$ cat src/adc_ctrl_map.svh
// Register offsets, field positions, reset values and timing counts
`ifndef ADC_CTRL_MAP_SVH
`define ADC_CTRL_MAP_SVH
`define OFS_INPUT_CFG 12'h000
`define OFS_MODE_CFG 12'h004
`define OFS_SEQ_EN 12'h008
`define OFS_CAL_CTRL 12'h00c
`define OFS_OSC_CFG 12'h010
`define OFS_CONV_CLKS 12'h014
`define OFS_SEQ_STATUS 12'h018
`define OFS_OFFSET_VAL 12'h01c
`define OFS_RESULT 12'h020
`define OFS_IRQ_STATUS 12'h024
`define OFS_IRQ_CLEAR 12'h028
`define OFS_IRQ_ENABLE 12'h02c
`define RST_INPUT_CFG 2'h0
`define RST_MODE_CFG 3'h0
`define RST_SEQ_EN 2'h1
`define RST_OSCILLATOR_CHOICE 1'h0
`define RST_CONV_CLKS 16'h0020
`define CAL_CYCLES 16'h0040
`define HS_DIV 8'h01
`define LP_DIV 8'h20
`define MID_CODE 12'h800
`define IRQ_CONV_BIT 0
`define IRQ_CAL_BIT 1
`define IRQ_ERR_BIT 2
`endif

$ cat src/adc_ctrl_pkg.sv
// Types shared by the converter control block
package adc_ctrl_pkg;
   typedef enum logic [3:0] {
      ST_IDLE = 4'b0001,
      ST_CAL = 4'b0010,
      ST_SAMPLE = 4'b0100,
      ST_CONVERT = 4'b1000
   } conv_state_t;
   typedef enum logic [1:0] {
      MODE_MANUAL = 2'h0,
      MODE_MANUAL_SEQ = 2'h1,
      MODE_AUTONOMOUS = 2'h2,
      MODE_PRECISION = 2'h3
   } op_mode_t;
   typedef struct packed {
      logic firstCapSelect;
      logic secondCapGround;
      logic secondCapNegative;
      logic switchesClosed;
   } mux_ctrl_t;
   typedef struct packed {
      logic psel;
      logic penable;
      logic pwrite;
      logic [11:0] paddr;
      logic [31:0] pwdata;
   } apb_req_t;
endpackage : adc_ctrl_pkg

$ cat src/adc_input_config_and_timing.sv
// Converter front-end control: input arrangement, sequencing, calibration, timing
`timescale 1ns/1ns
`default_nettype none
`include "adc_ctrl_map.svh"
module adc_input_config_and_timing
   import adc_ctrl_pkg::*;
#(
   parameter int CNT_W = 16
) (
   input wire logic clock, // System clock, 250 MHz
   input wire logic sys_rst, // Async reset, active high
   input wire logic psel, // APB select
   input wire logic penable, // APB enable
   input wire logic pwrite, // APB direction
   input wire logic [11:0] paddr, // APB byte address
   input wire logic [31:0] pwdata, // APB write data
   output logic [31:0] prdata, // APB read data
   output logic pready, // APB ready
   output logic pslverr, // APB error
   input wire logic [11:0] sarCode, // Raw converter code
   output logic firstCapSelect, // 0 positive pin, 1 negative pin
   output logic secondCapGround, // Second capacitor on ground
   output logic secondCapNegative, // Second capacitor on negative pin
   output logic samplingSwitchesClosed, // Acquisition switches closed
   output logic busy, // Busy indication pin
   output logic lowPowerOscEnable, // Low-power oscillator in use
   output logic irq // Level interrupt
);
   initial begin
      if (CNT_W < 8 || CNT_W > 32) $error("CNT_W out of range");
   end

   apb_req_t req;
   assign req = '{psel, penable, pwrite, paddr, pwdata};

   logic [1:0] inputArrangementSelect;
   logic [2:0] operatingModeSelect;
   logic [1:0] sequenceChannelEnables;
   logic oscillatorChoice;
   logic [CNT_W-1:0] conversionClockCount;
   logic [11:0] offsetCorrection;
   logic [11:0] result;
   logic [2:0] irqStatus;
   logic [2:0] irqEnable;
   logic sequenceError;
   logic calPending;
   logic [15:0] calCount;
   logic currentChannel;
   conv_state_t state;
   conv_state_t next_state;
   mux_ctrl_t mux;

   // Bus decode
   wire access = req.psel && req.penable;
   wire wrEn = access && req.pwrite;
   wire hitInput = req.paddr == `OFS_INPUT_CFG;
   wire hitMode = req.paddr == `OFS_MODE_CFG;
   wire hitSeq = req.paddr == `OFS_SEQ_EN;
   wire hitCal = req.paddr == `OFS_CAL_CTRL;
   wire hitOsc = req.paddr == `OFS_OSC_CFG;
   wire hitClks = req.paddr == `OFS_CONV_CLKS;
   wire hitSeqSt = req.paddr == `OFS_SEQ_STATUS;
   wire hitOffs = req.paddr == `OFS_OFFSET_VAL;
   wire hitRes = req.paddr == `OFS_RESULT;
   wire hitIrqSt = req.paddr == `OFS_IRQ_STATUS;
   wire hitIrqClr = req.paddr == `OFS_IRQ_CLEAR;
   wire hitIrqEn = req.paddr == `OFS_IRQ_ENABLE;
   wire mapped = hitInput | hitMode | hitSeq | hitCal | hitOsc | hitClks | hitSeqSt
      | hitOffs | hitRes | hitIrqSt | hitIrqClr | hitIrqEn;
   wire calTrigger = wrEn && hitCal && req.pwdata[0];

   // Mode decode
   wire singleInput = (inputArrangementSelect == 2'b01) || (inputArrangementSelect == 2'b10);
   // Reserved codes 010 and 011 fall back to manual
   wire seqMode = operatingModeSelect[2];
   op_mode_t opMode;
   assign opMode = !seqMode ? MODE_MANUAL :
      (operatingModeSelect[1:0] == 2'b10) ? MODE_AUTONOMOUS :
      (operatingModeSelect[1:0] == 2'b11) ? MODE_PRECISION : MODE_MANUAL_SEQ;
   wire [1:0] activeChannels = seqMode ? sequenceChannelEnables : 2'b01;
   wire ch1Illegal = singleInput && sequenceChannelEnables[1];

   // Next channel in sequence order; single-input arrangements never convert channel 1
   wire secondActive = activeChannels[1] && !singleInput;
   wire nextChannel = (currentChannel == 1'b0 && secondActive) ? 1'b1
      : 1'b0;
   wire firstChannel = activeChannels[0] ? 1'b0 : (singleInput ? 1'b0 : 1'b1);
   wire anyChannel = activeChannels[0] || secondActive;

   // Conversion timing
   logic convTick;
   logic oscTick;
   wire [7:0] oscDivide = oscillatorChoice ? `LP_DIV : `HS_DIV;
   wire runConv = (state != ST_CAL) && anyChannel;
   conv_tick_divider #(
      .WIDTH(CNT_W)
   ) divider (
      .clock(clock),
      .sys_rst(sys_rst),
      .oscDivide(oscDivide),
      .clocksPerConv(conversionClockCount),
      .run(runConv),
      .oscTick(oscTick),
      .convTick(convTick)
   );

   // Offset-corrected straight binary, clamped to both full-scale codes
   wire [13:0] corrected = {2'b00, sarCode} - {2'b00, offsetCorrection} + {2'b00, `MID_CODE};
   wire belowScale = corrected[13];
   wire aboveScale = !corrected[13] && corrected[12];
   wire [11:0] sarSat = belowScale ? 12'h000 : aboveScale ? 12'hfff : corrected[11:0];

   // Mux control per arrangement
   always_comb begin
      mux.switchesClosed = (state == ST_SAMPLE);
      if (singleInput) begin
         mux.firstCapSelect = 1'b0;
         mux.secondCapGround = 1'b0;
         mux.secondCapNegative = 1'b1;
      end else begin
         mux.firstCapSelect = currentChannel;
         mux.secondCapGround = 1'b1;
         mux.secondCapNegative = 1'b0;
      end
   end

   // Sequencer
   always_comb begin
      next_state = state;
      case (state)
         ST_IDLE: begin
            if (calPending) next_state = ST_CAL;
            else if (convTick) next_state = ST_SAMPLE;
         end
         ST_CAL: begin
            if (calCount == `CAL_CYCLES) next_state = ST_IDLE;
         end
         ST_SAMPLE: begin
            if (oscTick) next_state = ST_CONVERT;
         end
         ST_CONVERT: begin
            if (oscTick) next_state = ST_IDLE;
         end
         default: next_state = ST_IDLE;
      endcase
   end

   always_ff @(posedge clock or posedge sys_rst) begin
      if (sys_rst) state <= ST_IDLE;
      else state <= next_state;
   end

   // Calibration: starts on reset, re-armed by trigger
   always_ff @(posedge clock or posedge sys_rst) begin
      if (sys_rst) begin
         calPending <= 1'b1;
         calCount <= 16'h0000;
         offsetCorrection <= 12'h800;
      end else begin
         if (calTrigger) calPending <= 1'b1;
         else if (state == ST_CAL) calPending <= 1'b0;
         if (state == ST_CAL) calCount <= calCount + 16'h0001;
         else calCount <= 16'h0000;
         if (state == ST_CAL && calCount == `CAL_CYCLES) begin
            offsetCorrection <= sarCode;
         end
      end
   end

   // Channel stepping and result capture
   always_ff @(posedge clock or posedge sys_rst) begin
      if (sys_rst) begin
         currentChannel <= 1'b0;
         result <= 12'h000;
      end else if (state == ST_CONVERT && oscTick) begin
         result <= sarSat;
         currentChannel <= nextChannel ? 1'b1 : firstChannel;
      end else if (state == ST_IDLE && currentChannel && !secondActive) begin
         currentChannel <= firstChannel;
      end
   end

   // Configuration registers
   always_ff @(posedge clock or posedge sys_rst) begin
      if (sys_rst) begin
         inputArrangementSelect <= `RST_INPUT_CFG;
         operatingModeSelect <= `RST_MODE_CFG;
         sequenceChannelEnables <= `RST_SEQ_EN;
         oscillatorChoice <= `RST_OSCILLATOR_CHOICE;
         conversionClockCount <= CNT_W'(`RST_CONV_CLKS);
         irqEnable <= 3'h0;
      end else if (wrEn) begin
         if (hitInput) inputArrangementSelect <= req.pwdata[1:0];
         if (hitMode) operatingModeSelect <= req.pwdata[2:0];
         if (hitSeq) sequenceChannelEnables <= req.pwdata[1:0];
         if (hitOsc) oscillatorChoice <= req.pwdata[0];
         if (hitClks) conversionClockCount <= req.pwdata[CNT_W-1:0];
         if (hitIrqEn) irqEnable <= req.pwdata[2:0];
      end
   end

   // Sticky events, set wins over clear
   wire convDone = (state == ST_CONVERT) && oscTick;
   wire calDone = (state == ST_CAL) && (calCount == `CAL_CYCLES);
   wire errRise = ch1Illegal && !sequenceError;
   wire [2:0] events = {errRise, calDone, convDone};
   wire [2:0] clearMask = (wrEn && hitIrqClr) ? req.pwdata[2:0] : 3'h0;
   always_ff @(posedge clock or posedge sys_rst) begin
      if (sys_rst) begin
         irqStatus <= 3'h0;
         sequenceError <= 1'b0;
      end else begin
         irqStatus <= (irqStatus & ~clearMask) | events;
         sequenceError <= ch1Illegal;
      end
   end

   // Read mux
   logic [31:0] readData;
   always_comb begin
      readData = 32'h0000_0000;
      if (hitInput) readData[1:0] = inputArrangementSelect;
      if (hitMode) readData[2:0] = operatingModeSelect;
      if (hitSeq) readData[1:0] = sequenceChannelEnables;
      if (hitCal) readData[0] = calPending || (state == ST_CAL);
      if (hitOsc) readData[0] = oscillatorChoice;
      if (hitClks) readData[CNT_W-1:0] = conversionClockCount;
      if (hitSeqSt) readData[2:0] = {currentChannel, state == ST_CAL, sequenceError};
      if (hitSeqSt) readData[5:4] = opMode;
      if (hitOffs) readData[11:0] = offsetCorrection;
      if (hitRes) readData[11:0] = result;
      if (hitIrqSt) readData[2:0] = irqStatus;
      if (hitIrqEn) readData[2:0] = irqEnable;
   end

   // Next values of the registered pins
   wire setupPhase = req.psel && !req.penable;
   wire next_pready = setupPhase;
   wire next_pslverr = setupPhase && !mapped;
   wire [31:0] next_prdata = (setupPhase && !req.pwrite) ? readData : 32'h0000_0000;
   // Busy only while calibrating, so calibration never overlaps a closed switch
   wire next_busy = (next_state == ST_CAL);
   wire next_switches = mux.switchesClosed && (next_state != ST_CAL);
   wire next_irq = |(((irqStatus & ~clearMask) | events) & irqEnable);

   // APB answer in the first access cycle
   always_ff @(posedge clock or posedge sys_rst) begin
      if (sys_rst) begin
         prdata <= 32'h0000_0000;
         pready <= 1'b0;
         pslverr <= 1'b0;
      end else begin
         pready <= next_pready;
         pslverr <= next_pslverr;
         prdata <= next_prdata;
      end
   end

   // Input switching pins
   always_ff @(posedge clock or posedge sys_rst) begin
      if (sys_rst) begin
         firstCapSelect <= 1'b0;
         secondCapGround <= 1'b1;
         secondCapNegative <= 1'b0;
         samplingSwitchesClosed <= 1'b0;
      end else begin
         firstCapSelect <= mux.firstCapSelect;
         secondCapGround <= mux.secondCapGround;
         secondCapNegative <= mux.secondCapNegative;
         samplingSwitchesClosed <= next_switches;
      end
   end

   // Status pins
   always_ff @(posedge clock or posedge sys_rst) begin
      if (sys_rst) begin
         busy <= 1'b1;
         lowPowerOscEnable <= 1'b0;
         irq <= 1'b0;
      end else begin
         busy <= next_busy;
         lowPowerOscEnable <= oscillatorChoice;
         irq <= next_irq;
      end
   end
endmodule : adc_input_config_and_timing
`default_nettype wire

$ cat src/conv_tick_divider.sv
// Conversion-clock tick generator from the chosen oscillator
`timescale 1ns/1ns
`default_nettype none
module conv_tick_divider #(
   parameter int WIDTH = 16
) (
   input wire logic clock, // System clock
   input wire logic sys_rst, // Async reset
   input wire logic [7:0] oscDivide, // Clocks per oscillator tick
   input wire logic [WIDTH-1:0] clocksPerConv, // Oscillator ticks per conversion
   input wire logic run, // Counting enabled
   output logic oscTick, // One oscillator tick
   output logic convTick // Start of a conversion cycle
);
   initial begin
      if (WIDTH < 2) $error("WIDTH too small");
   end
   logic [7:0] preCount;
   logic [WIDTH-1:0] tickCount;
   wire preWrap = (preCount + 8'h01 >= oscDivide);
   wire [WIDTH-1:0] lastTick = (clocksPerConv == '0) ? '0 : clocksPerConv - 1'b1;
   wire convWrap = preWrap && (tickCount >= lastTick);
   always_ff @(posedge clock or posedge sys_rst) begin
      if (sys_rst) begin
         preCount <= 8'h00;
         tickCount <= '0;
         oscTick <= 1'b0;
         convTick <= 1'b0;
      end else begin
         oscTick <= run && preWrap;
         convTick <= run && convWrap;
         preCount <= (!run || preWrap) ? 8'h00 : preCount + 8'h01;
         if (!run || convWrap) tickCount <= '0;
         else if (preWrap) tickCount <= tickCount + 1'b1;
      end
   end
endmodule : conv_tick_divider
`default_nettype wire

$ cat config.mk
export PLATFORM = sky130hd
export DESIGN_NAME = adc_input_config_and_timing
export DESIGN_NICKNAME = d
export VERILOG_FILES = /design/src/adc_ctrl_pkg.sv /design/src/adc_input_config_and_timing.sv /design/src/conv_tick_divider.sv
export VERILOG_INCLUDE_DIRS = /design/src /design/src/src
export SDC_FILE = /design/constraint.sdc
export NUM_CORES = 1
export LEC_CHECK = 0
export ABC_AREA = 1
export CORE_ASPECT_RATIO = 1.5
export CORE_UTILIZATION = 60
export CTS_BUF_LIST = sky130_fd_sc_hd__clkbuf_8
export CTS_CLUSTER_DIAMETER = 80
export DETAILED_ROUTE_END_ITERATION = 8
export DONT_BUFFER_PORTS = 1
export PLACE_DENSITY = 0.79
export SYNTH_ARGS = -nofsm -noshare
export SYNTH_HDL_FRONTEND = slang
export SYNTH_SLANG_ARGS = --single-unit
$ cat constraint.sdc
create_clock -name clock -period 3.75 [get_ports clock]
set_input_delay 0.5625 -clock clock [delete_from_list [all_inputs] [get_ports clock]]
set_output_delay 0.5625 -clock clock [all_outputs]
set_load 0.1 [all_outputs]
==> impl_metrics.toml <==
[clock_network]
clk_path_buf_depth = 2
cts_tree = "yes"
root_buffer = "clkbuf_8"
cts.repair.resized = 0
clk_latency_ns = 0.46
clock_sinks = 128
htreeDepth = 4
numCtsBuffers = 17
hold_buffers = 0
cts_setup_buffers = 0
clkSlewWorstSetupHoldPaths_ns = 0.08

[place]
gp_congestion = 0.885
portBuffers = 0
dp_cells = 1087
hpwl_um = 12500

[synth]
yosysTopAreaCell = "dfrtp_1"
synthSimpleGateAreaFrac_pct = 24.0
synth_area_leaders = "dfrtp_1, nand2_1, inv_1"
ys.flop_type = "dfrtp_1"
synth_top_family_by_area = "simple AND/OR/NAND/NOR gates"
synth_compound_area_share_pct = 13.0
yosys.area.top_type_share_pct = 39.9
synth_area_um2 = 7600
yosys.area_share.xor_xnor_pct = 3.79
synthAdderAreaFrac_pct = 6.19
synthCells = 940
synth.avg_cell_area_um2 = 8.08
synth_mux_area_share_pct = 0.889
synth_seq_cells = 128
synth_cell_type_count = 51
yosysMostFrequentCell = "nand2_1"
ys_async_sr_fraction_pct = 100
ys_top_cells_by_count = "nand2_1, inv_1, dfrtp_1, nor2_1, o21ai_0"
yosys_warnings = 0
yosysSeqAreaShare_pct = 42.3
synth_edf_count = 0

[setup_path]
max_stage_delay_ns = 0.40
worstPathRequired_ns = 4.13
path_cells = "inv_1 > nand3_1 > nor3_1 > nand2_1 > nor4_1 > nand2_1 > xor2_1 > nand2_1 > ha_1 > a21oi_1 > o21ai_0 > nor2_1 > nand3_1 > nor2_4 > nand4_1 > o21ai_2"
cp-start-kind = "flop"
cp.arrival_ns = 3.69
cp_num_cells = 16
path_common_cell = "nand2_1"
crit_path_max_fanout = 16
end_kind = "flop"
crit_slowest_cell = "dfrtp_1"
cp_num_buf_inv = 1
path_class = "flop to flop"
ff2ff_path_depth = 16
crit_family = "simple AND/OR/NAND/NOR gates"

[final_layout]
fin_nets = 1048
synthToLayoutAreaGrowth_pct = 6.31
num_antenna_cells = 0
drive_above_1_share_pct = 9.87
post-route-util_pct = 65.2
instances_no_fill = 1119
nFillCells = 1094

[worst_hold_path]
hold_path_class = "input port to asynchronous set/reset pin"

[timing]
rsz0062_at_grt = "false"
fin_setup_tns_ns = 0
slew_violations = 0
setup_viol = 0
period_needed_ns = 3.31
worstMarginPinSlew_ns = 0.917
max_freq_mhz = 303
fin_crit_sh_pct = 88.1
slew_headroom_pct = 38.8
finalHoldViolations = 0
clock_skew_ns = 0.0124

[floorplan]
core-area_um2 = 12400
die_w_um = 93.9
ios = 102
fp.dieArea_um2 = 13100
die_y_um = 140
row_count = 50
start_util_pct = 61.3

[drt]
routed_wl_um = 16700
drc_errors = 0
viasPerCell = 5.58
dr.pass1.iters = 5
drt_first_iter_violations = 308
ant_nets = 0
via_count = 6239
wl_per_cell_um = 14.9

[grt]
grt_max_degree = 87
grt_overflow_total = 0
grt_pass1_wl_um = 28100
grt_pass1_vias = 6222
antenna_found_initial = 0
grt_use_total_pct = 27.5

[pwr]
vdd.ir_drop.worst_mv = 0.213
power.density_nw_per_um2 = 337
p_leak_uw = 0.00387

[run]
drv_cap = 0

[outcome]
status = "finished, final reports clean"
power by group:
part	internal, uW	total [uW]	switching [uW]
combinational	22.0	157	135
clock	614	1170	560
sequential	1380	1390	10.8
total	2020	2730	706
through the flow:
| step | total power, uW | cell area (um2) | worst slack (ns) | hold slack (ns) |
|---|---|---|---|---|
| after detailed placement | 1580 | 7690 | 0.440 | 0.459 |
| after CTS | 2740 | 8080 | 0.422 | 0.164 |
| after floorplan | 1570 | 7660 | 1.01 | 0.395 |
| after global placement | 1580 | 7690 | 0.487 | 0.451 |
| after global routing | 2800 | 8080 | 0.0932 | 0.214 |
| final | 2730 | 8080 | 0.445 | 0.148 |
flip-flops by register name, indices dropped and copies added (netlist names), 4 cells and up:
register and flops:
offsetCorrection 12, prdata 16, divider.preCount 8, calCount 16, conversionClockCount 16, result 12
state 4, divider.tickCount 16
cell type report:
class	instances	area (um2)	share of cell area [%]
Clock buffer	19	262	3.24
Inverter	139	527	6.52
Clock inverter	13	124	1.53
Timing Repair Buffer	6	57.6	0.713
Sequential cell	128	3210	39.8
Multi-Input combinational cell	658	3700	45.8
Tap cell	156	195	2.42
per-layer routing:
metal	up-vias	wire [um]	part of all wire (%)	track usage (%)
li1	3089	-	-	-
met2	153	8830	53	48.9
met4	0	609	3.6	12.2
met5	-	0	0	0
met1	2944	6600	39	30.8
met3	53	693	4.1	6.12
cells by family after synthesis:
family | after synthesis
adders and majority gates | 37
other | 1
and+or+nand+nor | 389
buffers and inverters | 171
xor gates and xnor gates | 32
DFF | 128
muxes | 6
AOI/OAI and AO/OA | 176
cell usage in the layout (no fill, tap or decap), types with 3 or more instances in the layout:
cell type and instances:
dfstp_2 7, inv_1 134, o211ai_1 6, nand4_1 17
clkinvlp_4 4, nor2_1 79, ha_1 36, nand3_2 5
a211oi_1 5, xor2_1 24, conb_1 18, o21ai_2 6
nand3b_1 10, nand2_2 6, nor3_1 25, a21oi_1 47
nand2_1 162, clkbuf_8 19, buf_4 5, o21ai_1 18
nor4_1 12, nor2_2 10, nor2_4 3, inv_2 8
dfrtp_1 121, a31oi_1 7, nand3_1 51, xnor2_1 7
o21ai_0 77, mux2_2 6
path summary, 6_finish.rpt:
path,to,startpoint,slack [ns]
setup / recovery,divider.tickCount[2],conversionClockCount[0],0.44
hold / removal,prdata[1],sys_rst,0.15
setup reg to reg,divider.tickCount[2],conversionClockCount[0],0.44
hold reg to reg,calCount[0],calCount[0],0.47
max in group asynchronous,offsetCorrection[11],sys_rst,2.65
min in group clock,pready,penable,0.22
(Power assumes the default switching activity.)
